<file path="src/rtl/cms_pkg.sv">
// Package: constants and carriers for the clock mode select control block
package cms_pkg;

  // ==========================================================================
  // Register map
  localparam logic [15:0] CMS_MODE_SEL_ADDR  = 16'hff9f;
  localparam logic [7:0]  CMS_MODE_SEL_RESET = 8'h00;
  localparam logic [7:0]  CMS_MODE_SEL_WMASK = 8'hf1;  // Bits 3..1 reserved

  // ==========================================================================
  // Field positions
  localparam int CMS_MAIN_EXT_BIT = 7;
  localparam int CMS_MAIN_OSC_BIT = 6;
  localparam int CMS_SUB_EXT_BIT  = 5;
  localparam int CMS_SUB_OSC_BIT  = 4;
  localparam int CMS_GAIN_BIT     = 0;

  // ==========================================================================
  // Timing
  localparam int CMS_CLK_MHZ       = 100;
  localparam int CMS_SUSP_MIN_NS   = 4060;   // 4.06 us
  localparam int CMS_SUSP_MAX_NS   = 16120;  // 16.12 us
  // Aim at the least figure, rounded up to whole cycles
  localparam int CMS_SUSP_CYC      = (CMS_SUSP_MIN_NS * CMS_CLK_MHZ + 999) / 1000;
  localparam int CMS_EXT_SUSP_EDGES = 160;
  localparam int CMS_LS_FREQ_KHZ   = 240;
  // Low-speed tick period in system cycles, rounded down
  localparam int CMS_LS_DIV        = (CMS_CLK_MHZ * 1000) / CMS_LS_FREQ_KHZ;
  localparam int CMS_LS_DIV128     = 128;
  localparam int CMS_LS_DIV512     = 512;

  // ==========================================================================
  // Types
  typedef enum logic [1:0] {
    CMS_PIN_PORT = 2'b00,
    CMS_PIN_OSC  = 2'b01,
    CMS_PIN_EXT  = 2'b10
  } cms_pin_mode_t;

  typedef enum logic [1:0] {
    CMS_SUSP_IDLE = 2'b00,
    CMS_SUSP_TIME = 2'b01,
    CMS_SUSP_EXT  = 2'b10,
    CMS_SUSP_STAB = 2'b11
  } cms_susp_state_t;

  typedef enum logic [1:0] {
    CMS_CPU_INT_HS = 2'b00,
    CMS_CPU_XTAL   = 2'b01,
    CMS_CPU_EXT    = 2'b10,
    CMS_CPU_SUB    = 2'b11
  } cms_cpu_src_t;

  typedef struct packed {
    logic [15:0] addr;
    logic [7:0]  wdata;
    logic [7:0]  wbit_en;   // Bit-manipulation lanes, all ones for byte write
    logic        wr;
  } cms_wr_t;

  typedef struct packed {
    logic wdt_tick;
    logic h1_tick_div1;
    logic h1_tick_div128;
    logic h1_tick_div512;
  } cms_ls_ticks_t;

endpackage : cms_pkg

</file>
<file path="src/rtl/cms_clock_mode_select.sv">
// Clock mode select register, pin-mode decode, gain lock and CPU clock suspend
// ============================================================================
`timescale 1ns/1ns
module cms_clock_mode_select
  import cms_pkg::*;
(
  input  wire logic          clk,
  input  wire logic          reset,
  input  cms_wr_t            wr,
  input  wire logic [15:0]   rd_addr,
  output logic [7:0]         rd_data,
  input  wire logic          sub_osc_start_bit,
  input  wire logic          ls_stop_req,
  input  wire logic          ls_sw_stop_allowed,
  input  cms_cpu_src_t       cpu_src_req,
  input  wire logic          stop_exit,
  input  wire logic          stab_done,
  input  wire logic          ext_clk_pin,
  output cms_pin_mode_t      main_pin_mode,
  output cms_pin_mode_t      sub_pin_mode,
  output cms_cpu_src_t       cpu_src,
  output logic               cpu_clk_suspend,
  output cms_ls_ticks_t      ls_ticks,
  output logic               ls_running
);

  // ==========================================================================
  // Decode helper used for both pin pairs
  function automatic cms_pin_mode_t pin_decode(input logic ext, input logic osc);
    case ({ext, osc})
      2'b01:   pin_decode = CMS_PIN_OSC;
      2'b11:   pin_decode = CMS_PIN_EXT;
      default: pin_decode = CMS_PIN_PORT;
    endcase
  endfunction

  logic [7:0]      reg_q, reg_d;
  logic            gain_used_q, gain_used_d;
  cms_susp_state_t st_q, st_d;
  logic [10:0]     cnt_q, cnt_d;
  logic [7:0]      ext_cnt_q, ext_cnt_d;
  logic [2:0]      ext_sync_q, ext_sync_d;
  logic            ext_lvl_q, ext_lvl_d;
  logic            ext_rise;
  logic            susp_q, susp_d;
  logic [7:0]      rd_q, rd_d;
  cms_pin_mode_t   main_q, main_d, sub_q, sub_d;
  cms_cpu_src_t    src_q, src_d;
  logic            wr_hit;
  logic [7:0]      merged;
  logic            gain_rise;

  // ==========================================================================
  // Register write with one-shot gain bit
  always_comb begin
    wr_hit      = wr.wr && (wr.addr == CMS_MODE_SEL_ADDR);
    merged      = (reg_q & ~wr.wbit_en) | (wr.wdata & wr.wbit_en);
    reg_d       = reg_q;
    gain_used_d = gain_used_q;
    if (wr_hit) begin
      reg_d = merged & CMS_MODE_SEL_WMASK;
      if (gain_used_q) begin
        reg_d[CMS_GAIN_BIT] = reg_q[CMS_GAIN_BIT];
      end else if (merged[CMS_GAIN_BIT] != reg_q[CMS_GAIN_BIT]) begin
        gain_used_d = 1'b1;
      end
    end
    gain_rise = wr_hit && !gain_used_q && merged[CMS_GAIN_BIT] && !reg_q[CMS_GAIN_BIT];
    rd_d      = (rd_addr == CMS_MODE_SEL_ADDR) ? reg_q : 8'h00;
  end

  // ==========================================================================
  // Pin modes and CPU source; low-speed clock takes no register bit and is instanced at the end of this module
  always_comb begin
    main_d = pin_decode(reg_q[CMS_MAIN_EXT_BIT], reg_q[CMS_MAIN_OSC_BIT]);
    if (sub_osc_start_bit) begin
      sub_d = CMS_PIN_OSC;
    end else begin
      sub_d = pin_decode(reg_q[CMS_SUB_EXT_BIT], reg_q[CMS_SUB_OSC_BIT]);
    end
    src_d = cpu_src_req;
  end

  // ==========================================================================
  // External clock edge detect on third and second stage only
  always_comb begin
    ext_sync_d = {ext_sync_q[1:0], ext_clk_pin};
    ext_lvl_d = ext_lvl_q;
    if (ext_sync_q[1] == ext_sync_q[2]) begin
      ext_lvl_d = ext_sync_q[2];
    end
    ext_rise = ext_lvl_d && !ext_lvl_q;
  end

  // ==========================================================================
  // Suspend sequencer
  always_comb begin
    st_d      = st_q;
    cnt_d     = cnt_q;
    ext_cnt_d = ext_cnt_q;
    case (st_q)
      CMS_SUSP_IDLE: begin
        cnt_d     = 11'h000;
        ext_cnt_d = 8'h00;
        if (gain_rise && src_q == CMS_CPU_XTAL) begin
          st_d = CMS_SUSP_TIME;
        end else if (gain_rise && src_q == CMS_CPU_EXT) begin
          st_d = CMS_SUSP_EXT;
        end else if (stop_exit && reg_q[CMS_GAIN_BIT]) begin
          case (src_q)
            CMS_CPU_INT_HS: st_d = CMS_SUSP_TIME;
            CMS_CPU_EXT:    st_d = CMS_SUSP_EXT;
            CMS_CPU_XTAL:   st_d = CMS_SUSP_STAB;
            default:        st_d = CMS_SUSP_IDLE;
          endcase
        end
      end
      CMS_SUSP_TIME: begin
        cnt_d = cnt_q + 11'h001;
        if (cnt_q == 11'(CMS_SUSP_CYC - 1)) begin
          st_d = CMS_SUSP_IDLE;
        end
      end
      CMS_SUSP_EXT: begin
        if (ext_rise) begin
          ext_cnt_d = ext_cnt_q + 8'h01;
          if (ext_cnt_q == 8'(CMS_EXT_SUSP_EDGES - 1)) begin
            st_d = CMS_SUSP_IDLE;
          end
        end
      end
      CMS_SUSP_STAB: begin
        if (stab_done) begin
          st_d = CMS_SUSP_IDLE;
        end
      end
      default: st_d = CMS_SUSP_IDLE;
    endcase
    susp_d = (st_d != CMS_SUSP_IDLE);
  end

  // ==========================================================================
  // Register and one-shot state; the read port is registered for timing
  always_ff @(posedge clk) begin
    if (reset) begin
      reg_q       <= CMS_MODE_SEL_RESET;
      gain_used_q <= 1'b0;
      rd_q        <= 8'h00;
    end else begin
      reg_q       <= reg_d;
      gain_used_q <= gain_used_d;
      rd_q        <= rd_d;
    end
  end

  // ==========================================================================
  // Pin mode outputs one cycle behind the register, CPU source one cycle behind cpu_src_req
  always_ff @(posedge clk) begin
    if (reset) begin
      main_q <= CMS_PIN_PORT;
      sub_q  <= CMS_PIN_PORT;
      src_q  <= CMS_CPU_INT_HS;
    end else begin
      main_q <= main_d;
      sub_q  <= sub_d;
      src_q  <= src_d;
    end
  end

  // ==========================================================================
  // Pin synchroniser; level starts low like the idle pin, so no false edge
  always_ff @(posedge clk) begin
    if (reset) begin
      ext_sync_q <= 3'h0;
      ext_lvl_q  <= 1'b0;
    end else begin
      ext_sync_q <= ext_sync_d;
      ext_lvl_q  <= ext_lvl_d;
    end
  end

  // ==========================================================================
  // Suspend sequencer state; counters clear in idle so each pause starts fresh
  always_ff @(posedge clk) begin
    if (reset) begin
      st_q      <= CMS_SUSP_IDLE;
      cnt_q     <= 11'h000;
      ext_cnt_q <= 8'h00;
      susp_q    <= 1'b0;
    end else begin
      st_q      <= st_d;
      cnt_q     <= cnt_d;
      ext_cnt_q <= ext_cnt_d;
      susp_q    <= susp_d;
    end
  end

  // Low-speed oscillator and its tick fan-out
  cms_low_speed_osc u_ls_osc (
    .clk             (clk),
    .reset           (reset),
    .stop_req        (ls_stop_req),
    .sw_stop_allowed (ls_sw_stop_allowed),
    .ticks           (ls_ticks),
    .running         (ls_running)
  );

  assign rd_data         = rd_q;
  assign main_pin_mode   = main_q;
  assign sub_pin_mode    = sub_q;
  assign cpu_src         = src_q;
  assign cpu_clk_suspend = susp_q;

endmodule // cms_clock_mode_select

</file>
<file path="src/rtl/cms_low_speed_osc.sv">
// Low-speed oscillator model: tick source for watchdog and timer H1
`timescale 1ns/1ns
module cms_low_speed_osc
  import cms_pkg::*;
(
  input  wire logic          clk,
  input  wire logic          reset,
  input  wire logic          stop_req,
  input  wire logic          sw_stop_allowed,
  output cms_ls_ticks_t      ticks,
  output logic               running
);

  logic [8:0]  div_q, div_d;
  logic [8:0]  pre_q, pre_d;
  logic        run_q, run_d;
  cms_ls_ticks_t ticks_q, ticks_d;
  logic        base;

  // ==========================================================================
  // Divider: starts on reset release with no software help
  always_comb begin
    run_d   = !(stop_req && sw_stop_allowed);
    base    = run_q && (div_q == 9'(CMS_LS_DIV - 1));
    div_d   = (!run_q || base) ? 9'h000 : div_q + 9'h001;
    pre_d   = base ? pre_q + 9'h001 : pre_q;
    ticks_d.wdt_tick       = base;
    ticks_d.h1_tick_div1   = base;
    ticks_d.h1_tick_div128 = base && (pre_q[6:0] == 7'(CMS_LS_DIV128 - 1));
    ticks_d.h1_tick_div512 = base && (pre_q == 9'(CMS_LS_DIV512 - 1));
  end

  // Registers only
  always_ff @(posedge clk) begin
    if (reset) begin
      div_q   <= 9'h000;
      pre_q   <= 9'h000;
      run_q   <= 1'b1;
      ticks_q <= '0;
    end else begin
      div_q   <= div_d;
      pre_q   <= pre_d;
      run_q   <= run_d;
      ticks_q <= ticks_d;
    end
  end

  assign ticks   = ticks_q;
  assign running = run_q;

endmodule // cms_low_speed_osc

</file>
<file path="config.mk">
export PLATFORM = sky130hd
export DESIGN_NAME = cms_clock_mode_select
export DESIGN_NICKNAME = d
export VERILOG_FILES = /design/src/rtl/cms_pkg.sv /design/src/rtl/cms_clock_mode_select.sv /design/src/rtl/cms_low_speed_osc.sv
export SDC_FILE = /design/constraint.sdc
export NUM_CORES = 1
export LEC_CHECK = 0
export ABC_AREA = 1
export BUFFER_PORTS_ARGS = -buffer_cell sky130_fd_sc_hd__buf_4
export CELL_PAD_IN_SITES_DETAIL_PLACEMENT = 2
export CELL_PAD_IN_SITES_GLOBAL_PLACEMENT = 2
export CORE_UTILIZATION = 31
export CTS_CLUSTER_SIZE = 14
export DETAILED_ROUTE_END_ITERATION = 7
export PLACE_DENSITY_LB_ADDON = 0.1
export SYNTH_ARGS = -nofsm -noshare
export SYNTH_HDL_FRONTEND = slang
export SYNTH_SLANG_ARGS = --single-unit
</file>
<file path="constraint.sdc">
create_clock -name clk -period 3.95 [get_ports clk]
set_input_delay 1.185 -clock clk [delete_from_list [all_inputs] [get_ports clk]]
set_output_delay 1.185 -clock clk [all_outputs]
set_load 0.005 [all_outputs]
</file>
# After elaboration in Yosys (flattened, before gate mapping)
# Index checks and enable logic that the tools add are counted.
# totals
ff_bits,65
latchBits,0
ram_bits,0
mem_bits_ro,0
input_bits,59
output_inout_bits,20
word_cells,95
n_memories,0
# op_classes
addsub,4
multipliers,0
n_div,0
magnitude_cmp,0
eq_ne,19
n_shift,0
n_mux,18
bitwise,6
n_reduce_logical,28
# op_table
cell,count
16-bit equality test (second input constant),2
11-bit case mux with 2 select lines,1
9-bit by 1-bit adder with 9-bit output (second input constant),2
9-bit equality test (second input constant),2
8-bit bitwise AND,2
8-bit case mux with 2 select lines,1
2-bit 2-to-1 mux,7
1-bit logical AND,12
11-bit by 1-bit adder with 11-bit output (second input constant),1
11-bit by 9-bit equality test with 1-bit output (second input constant),1
2-bit equality test (second input constant),5
8-bit by 1-bit adder with 8-bit output (second input constant),1
2-bit by 1-bit equality test with 1-bit output (second input constant),4
8-bit equality test (second input constant),1
8-bit 2-to-1 mux,1
8-bit NOT,1
8-bit OR,1
2-bit case mux with 2 select lines,2
2-bit case mux with 4 select lines,1
7-bit equality test (second input constant),1
2-bit case mux with 3 select lines,1
2-bit nonzero test,3
2-bit OR reduction,3
1-bit logical NOT,5
8 further kinds,14

# Logic depth before layout (Yosys ltp)
# Gate-level depths: netlist (run 1).
# depth
word_depth,10
mapped_depth,13
ltp_nobuf,13

# Modules after synthesis
# A second synthesis (run 1) with hierarchy kept.
# hier_totals
hier_cells,403
hier_area_um2,3024.2
# modules_own_cells
mod,instances,cells_each,area_per_inst_um2
cms_clock_mode_select,1,264,2013.2
cms_low_speed_osc,1,139,1011.0

# Worst setup path before layout (run 1)
# OpenSTA, ideal clock, no wires.
# synth_path
kind,input-to-reg
start,in wr[21] (netlist name)
end,reg susp_q (netlist: cpu_clk_suspend)
setup_ps,114
t_arrival_ps,2040
t_required_ps,3836
setup_slack_ps,1796
cell_stages,11
n_path_buf,0
cell_sequence,inv_1 -> nor2_1 -> nand3b_1 -> nor3_1 -> nand4_1 -> nand2_1 -> nand2_1 -> nand2_1 -> nand2_1 -> nand2_1 -> nand2_1
# synth_between
elab_chain_len,10
word_cells_on_any_way,11
cone_classes,eq/ne: 1; mux: 3; reduce/logical: 7
# synth_lines
element,line,text
from (decl),cms_clock_mode_select.sv:9,"input cms_wr_t wr,"
16-bit equality test *,cms_clock_mode_select.sv:56,wr_hit = wr.wr && (wr.addr == CMS_MODE_SEL_ADDR);
1-bit logical AND *,cms_clock_mode_select.sv:56,
1-bit logical AND * (3 in series),cms_clock_mode_select.sv:68,gain_rise = wr_hit && !gain_used_q && merged[CMS_GAIN_BIT] && !reg_q[CMS_GAIN_BIT];
1-bit logical AND,cms_clock_mode_select.sv:107,end else if (gain_rise && src_q == CMS_CPU_EXT) begin
2-bit 2-to-1 mux,cms_clock_mode_select.sv:107,
2-bit 2-to-1 mux *,cms_clock_mode_select.sv:105,if (gain_rise && src_q == CMS_CPU_XTAL) begin
2-bit case mux with 4 select lines *,cms_clock_mode_select.sv:101,case (st_q)
2-bit nonzero test *,cms_clock_mode_select.sv:139,susp_d = (st_d != CMS_SUSP_IDLE);
to (signal assigned),cms_clock_mode_select.sv:194,susp_q <= susp_d;
to (decl),cms_clock_mode_select.sv:45,"logic susp_q, susp_d;"
# Every way passes the cells marked *; elsewhere a longest branch is shown, timed or not.
# A chain may end at the register's enable or synchronous reset.

# Final worst setup path (run 1)
# layout_path
start,in reset
end,reg u_ls_osc.div_q[7]
# layout_between
elab_chain_len,1
# layout_lines
element,line,text
from (decl),cms_clock_mode_select.sv:8,"input wire logic reset,"
2-bit OR reduction (no line),n/a,
to (signal assigned),cms_low_speed_osc.sv:41,div_q <= div_d;
to (decl),cms_low_speed_osc.sv:14,"logic [8:0] div_q, div_d;"
# Every way passes these cells.

==> results of run 1 <==
cells in the mapped netlist:
master	number
nor3b_1	4
and2_0	1
xor2_1	2
nand4_1	9
inv_2	4
nor2_1	58
nor4_4	1
nor4_1	4
buf_4	4
o22ai_1	1
nor2_4	2
nand3_4	2
a31oi_1	3
dfxtp_1	65
a21oi_1	28
o31ai_1	2
nand3_2	1
inv_1	55
buf_1	1
nand2_2	2
ha_1	10
nand2_1	64
nand3b_1	1
clkbuf_1	3
o21ai_0	17
nor3_1	18
nand3_1	15
nor2_2	3
nor4_2	1
a221oi_1	1
a211oi_1	5
nor3_2	2
conb_1	1
sequential cells by signal, summed over array words and instances, names as in the netlist, 3 cells and up, named ones only:
signal,flops
cnt_q,11
u_ls_osc.div_q,9
rd_data,5
ext_cnt_q,8
u_ls_osc.pre_q,9
ext_sync_q,3
u_ls_osc.ticks,3
through the flow:
step | area, um^2 | cells | setup WS, ns | utilization, %
6_report | 3730 | 580 | 1.74 | 40.6
2_1_floorplan | 2930 | 392 | 1.80 | -
3_5_place_dp | 3550 | 564 | 1.34 | 38.6
3_3_place_gp | 3550 | 564 | 1.38 | 38.6
5_1_grt | 3730 | 580 | 1.60 | 40.6
4_1_cts | 3730 | 580 | 1.72 | 40.6
area by class of cell:
cell class | instances | area, um^2
timing repair buffer | 69 | 518
fill | 1100 | 5460
inverter | 59 | 221
clock inverter | 3 | 40.0
multi-input combinational | 260 | 1370
tap | 111 | 139
clock buffer | 13 | 149
sequential | 65 | 1300
layer usage:
metal / routed length [um] / global-route usage, % / vias to the layer above
li1: - / - / 1403
met1: 3490 / 20.4 / 1341
met2: 4020 / 32.3 / 59
met3: 462 / 5.55 / 11
met4: 95 / 6.45 / 0
met5: 0 / 0 / -
critical path, delay by kind of cell:
family	cells	cell delay, ns
simple gates	2	0.66
buf+inv	2	0.60
worst paths after layout:
| kind | startpoint | endpoint | slack (ns) | cells past startpoint |
|---|---|---|---|---|
| setup / recovery | reset | u_ls_osc.div_q[7] | 1.74 | 4 |
| hold / removal | ext_sync_q[0] | ext_sync_q[1] | 0.41 | 2 |
| setup reg to reg | u_ls_osc.div_q[0] | u_ls_osc.pre_q[7] | 2.10 | 12 |
| hold reg to reg | ext_sync_q[0] | ext_sync_q[1] | 0.41 | 2 |
report_power, final:
part / internal (mW) / switching (mW) / leakage, nW
clock network: 0.308 / 0.252 / 0.0974
registers: 0.666 / 0.0106 / 0.526
logic: 0.0604 / 0.0713 / 0.922
total: 1.03 / 0.334 / 1.55
kinds of logic (layout without fill, tap and decap cells):
group,after synthesis,in the layout
AO/OA/AOI/OAI,57,57
other,1,3
flip-flops,65,65
buffers and inverters,67,144
XOR/XNOR,2,2
adder cells (fa/ha/maj),10,10
AND/OR/NAND/NOR,188,188
==> results.json, run 1 <==
{
  "irDropWorstVdd_mv": 0.115,
  "ant_nets": 0,
  "setup.worst_path.class": "input port to flop",
  "synthMuxAreaShare_pct": 0,
  "diodes": 0,
  "synth_area_leaders": "dfxtp_1 44%, nand2_1 8.2%, nor2_1 7.4%",
  "globalplace.congestion": 0.745,
  "cts_setup_buffers": 0,
  "drc_errors": 0,
  "die_w_um": 99.2,
  "power_density_mw_per_mm2": 366,
  "rsz0062_at_grt": "no",
  "netlist_area_mm2": 0.00293,
  "min_period_ns": 2.21,
  "timing.fmax_ghz": 0.453,
  "maxCapViolCount": 0,
  "worst_slew_pin_slew_ns": 0.621,
  "wl_mm": 8.07,
  "drv_slew": 0,
  "crit_path_start_kind": "input port",
  "worst_setup_path_end_kind": "flop",
  "cts_sinks": 65,
  "synthCells": 390,
  "synth_top_family_by_area": "simple AND/OR/NAND/NOR gates",
  "grt_pass1_vias": 3146,
  "ys_seq_area_share_pct": 44.5,
  "clock_latency_ns": 0.34,
  "grt_max_degree": 30,
  "power_mw": 1.37,
  "cts_max_level": 3,
  "routedWlPerCell_um": 13.9,
  "cp_data_arrival_time_ns": 2.46,
  "layout_commonest_cell": "buf_4",
  "maxSlewHeadroom_pct": 58.4,
  "post-synth-top-area-cell": "dfxtp_1",
  "status": "completed",
  "cts_root_buffer": "clkbuf_8",
  "drt-pass1-iter-count": 4,
  "drt_iter0_markers": 24,
  "skew_ns": 0.00860,
  "mostFrequentLayoutCells": "69 x buf_4, 65 x dfxtp_1, 64 x nand2_1",
  "synth.avg_cell_area_um2": 7.50,
  "final_nets": 533,
  "synthXorXnorAreaFrac_pct": 0.599,
  "hpwl_mm": 6.22,
  "max-clock-path-buffers": 2,
  "cts_inserted_buffers": 9,
  "antenna_found_initial": 0,
  "ctsHoldBuffers": 0,
  "grt_pass1_wl_mm": 14.1,
  "port_buffers": 69,
  "num_vias": 2814,
  "core-area_mm2": 0.00920,
  "holdWs_ns": 0.408,
  "io_pins": 79,
  "hold_class": "flop to flop",
  "clk_pin_slew_worst_paths_ns": 0.07,
  "synthAdderAreaFrac_pct": 4.28,
  "post-synth-top-area-fraction_pct": 44.5,
  "synth_seq_cells": 65,
  "grt.total_usage_pct": 18.1,
  "drive_gt1_share_pct": 21.3,
  "synth-compound-area-share_pct": 10.6,
  "rows": 35,
  "finalCritPeriodShare_pct": 55.9,
  "critPathMaxStageDelay_ns": 0.38,
  "synth_cell_types": 33,
  "cts_tree": "yes",
  "crit_required_ns": 4.20,
  "dieArea_mm2": 0.00983,
  "critPathMaxFanout": 29,
  "hold_viol": 0,
  "vias_per_cell": 4.85,
  "tns_ns": 0,
  "yosysWarnings": 0,
  "gr-total-overflow": 0,
  "p_leak_nw": 1.55,
  "ctsResizeCount": 0,
  "setup_viol": 0,
  "initial_core_util_pct": 31.8,
  "yosys.area_share.simple_pct": 30.8,
  "path_cells": "buf_4 > inv_1 > nand3_1 > nor3_1",
  "die_y_um": 99.2,
  "area_growth_pct": 27.6,
  "cp_slowest_cell": "inv_1"
}
(Power assumes the default switching activity.)
==> inputs of run 2 (changes only) <==
--- a/config.mk
+++ b/config.mk
@@ -9,7 +9,7 @@
 export BUFFER_PORTS_ARGS = -buffer_cell sky130_fd_sc_hd__buf_4
 export CELL_PAD_IN_SITES_DETAIL_PLACEMENT = 2
 export CELL_PAD_IN_SITES_GLOBAL_PLACEMENT = 2
-export CORE_UTILIZATION = 31
+export CORE_UTILIZATION = 26
 export CTS_CLUSTER_SIZE = 14
 export DETAILED_ROUTE_END_ITERATION = 7
 export PLACE_DENSITY_LB_ADDON = 0.1
==> constraint.sdc (replaced) <==
create_clock -name clk -period 1.8 [get_ports clk]
set_input_delay 0.54 -clock clk [delete_from_list [all_inputs] [get_ports clk]]
set_output_delay 0.54 -clock clk [all_outputs]
set_load 0.005 [all_outputs]
==> run 2 against run 1 <==
Effect of this change:
- design area is 4.3% higher
- combinational power is 130% higher
- critical path depth is 5 higher
- hold slack worse by 0.028 ns
- total power is 120% higher
- sequential share of layout area is 1.4 points lower
- count of clock-buffer cells in the layout is 1 lower
- register-to-register slack worse by 1.9 ns
- global-route usage is 3.0 points lower
- worst setup slack worse by 1.6 ns
- non-clock buffer count is 12 higher
==> results.json, run 2 (synthesized netlist as in run 1, its figures left out) <==
{
  "r2r-end": "cnt_q[9]",
  "seqPwrFrac_pct": 48.6,
  "antenna_found_initial": 0,
  "final_nets": 545,
  "holdWs_ns": 0.380,
  "timing.fmax_ghz": 0.614,
  "drive_gt1_share_pct": 24.6,
  "top_regs": "cnt_q (11), u_ls_osc.div_q (9), u_ls_osc.pre_q (9)",
  "wl_mm": 8.09,
  "diodes": 0,
  "cts_sinks": 65,
  "clock_latency_ns": 0.34,
  "cts_setup_buffers": 0,
  "worstRegToRegCells": 9,
  "max-clock-path-buffers": 2,
  "power_mw": 3.06,
  "switching_power_mw": 0.745,
  "port_buffers": 69,
  "finalCritPeriodShare_pct": 90.5,
  "hold_class": "input port to flop",
  "mostFrequentLayoutCells": "81 x buf_4, 64 x nand2_1, 63 x dfxtp_1",
  "min_from": "sub_osc_start_bit",
  "cts_max_level": 3,
  "cts_tree": "yes",
  "hold_depth": 2,
  "critPathMaxStageDelay_ns": 0.39,
  "io_pins": 79,
  "p_leak_nw": 1.62,
  "critPathMaxFanout": 4,
  "routedWlPerCell_um": 13.0,
  "min_to": "sub_pin_mode[1]",
  "drc_errors": 0,
  "cp_slowest_cell": "dfxtp_1",
  "grt_pass1_vias": 2984,
  "power_density_mw_per_mm2": 786,
  "reg2reg_from": "cnt_q[2]",
  "power_switching_share_pct": 24.3,
  "drt-pass1-iter-count": 4,
  "cp_data_arrival_time_ns": 1.86,
  "drt_iter0_markers": 65,
  "irDropWorstVdd_mv": 0.275,
  "ant_nets": 0,
  "dp.cells": 605,
  "status": "completed",
  "core-area_mm2": 0.0109,
  "crit_required_ns": 2.03,
  "p_clk_share_pct": 41.3,
  "num_vias": 2842,
  "grt.total_usage_pct": 15.1,
  "cts_root_buffer": "clkbuf_8",
  "die_w_um": 108,
  "grt_pass1_wl_mm": 13.7,
  "n_fill_cell": 1315,
  "dieArea_mm2": 0.0117,
  "final_util_pct": 35.8,
  "hpwl_mm": 6.39,
  "die_y_um": 108,
  "setup_viol": 0,
  "maxCapViolCount": 0,
  "setup.worst_path.class": "flop to flop",
  "vias_per_cell": 4.58,
  "crit_path_start_kind": "flop",
  "final_cells": 620,
  "worst_setup_path_end_kind": "flop",
  "gr-total-overflow": 0,
  "skew_ns": 0.00831,
  "clk_pin_slew_worst_paths_ns": 0.07,
  "area_growth_pct": 33.0,
  "rsz0062_at_grt": "no",
  "grt_max_degree": 14,
  "globalplace.congestion": 0.716,
  "initial_core_util_pct": 26.9,
  "combPwrFrac_pct": 10.1,
  "path_cells": "nand3_1 > nor2_2 > inv_1 > nor4_4 > nand2_1 > nor2_1 > nand2_1 > o21ai_0 > nor2_1",
  "power.internal_mw": 2.32,
  "layout_commonest_cell": "buf_4",
  "rows": 38,
  "drv_slew": 0,
  "hold_viol": 0,
  "largest_reg_flops": 11,
  "regMostFlops": "cnt_q",
  "min_period_ns": 1.63,
  "cts_inserted_buffers": 9,
  "r2r_setup_slack_ns": 0.17
}
[run 2: changes by cell type in the layout (fill, tap and decap cells not counted), sizes merged]
cell | previous run | this run
buf | 69 | 81
clkbuf | 13 | 12
[run 2: how the worst max path moves through the flow]
stage | start | end | slack (ns) | cells after the start
after global placement | wr[23] | cpu_clk_suspend | -0.04 | 13
final | cnt_q[2] | cnt_q[9] | 0.17 | 9
after CTS | cnt_q[0] | cnt_q[9] | 0.05 | 9
after global routing | u_ls_osc.div_q[0] | u_ls_osc.pre_q[7] | 0.006 | 12
after detailed placement | wr[22] | cpu_clk_suspend | -0.04 | 11
after floorplan | u_ls_osc.div_q[0] | u_ls_osc.pre_q[7] | 0.25 | 12
[run 2: power by group through the flow]
stage	clock, mW	combinational [mW]	sequential, mW
6_report	1.26	0.310	1.49
5_1_grt	1.40	0.355	1.49
4_1_cts	1.32	0.320	1.49
3_5_place_dp	0	0.316	1.52
3_3_place_gp	0	0.307	1.52
2_1_floorplan	0	0.143	1.51
[run 2: metal layers]
layer,vias to the layer above,GRT usage (%),share of wire [%]
met5,-,0,0
li1,1428,-,-
met1,1349,18.2,47
met2,57,25.0,47
met4,0,5.87,1.2
met3,8,4.58,5.5
[run 2: repair_timing]
action	CTS	global route
hold buffers	0	0
resized for setup	0	7
setup endpoints to repair	0	11
[run 2: cell type report]
class | count | area (um^2) | share of cell area, %
sequential | 65 | 1300 | 33.5
inverter | 59 | 221 | 5.69
clock buffer | 12 | 155 | 3.98
clock inverter | 3 | 40.0 | 1.03
multi-input combinational | 260 | 1390 | 35.7
tap | 140 | 175 | 4.50
timing repair buffer | 81 | 608 | 15.6
[run 2: per-stage QoR]
stage	setup WS (ns)	cell area (um^2)	TNS (ns)
after global placement	-0.0370	3670	-0.0604
after CTS	0.0544	3870	0
after detailed placement	-0.0396	3670	-0.0661
after global routing	0.00578	3890	0
final	0.171	3890	0
after floorplan	0.255	2930	0
[run 2: worst max-delay path, delay by kind of cell (launching register included)]
| family | cells | cell delay [ns] |
|---|---|---|
| AOI/OAI and AO/OA | 1 | 0.16 |
| buffers and inverters | 1 | 0.09 |
| DFF | 1 | 0.39 |
| and+or+nand+nor | 7 | 0.88 |
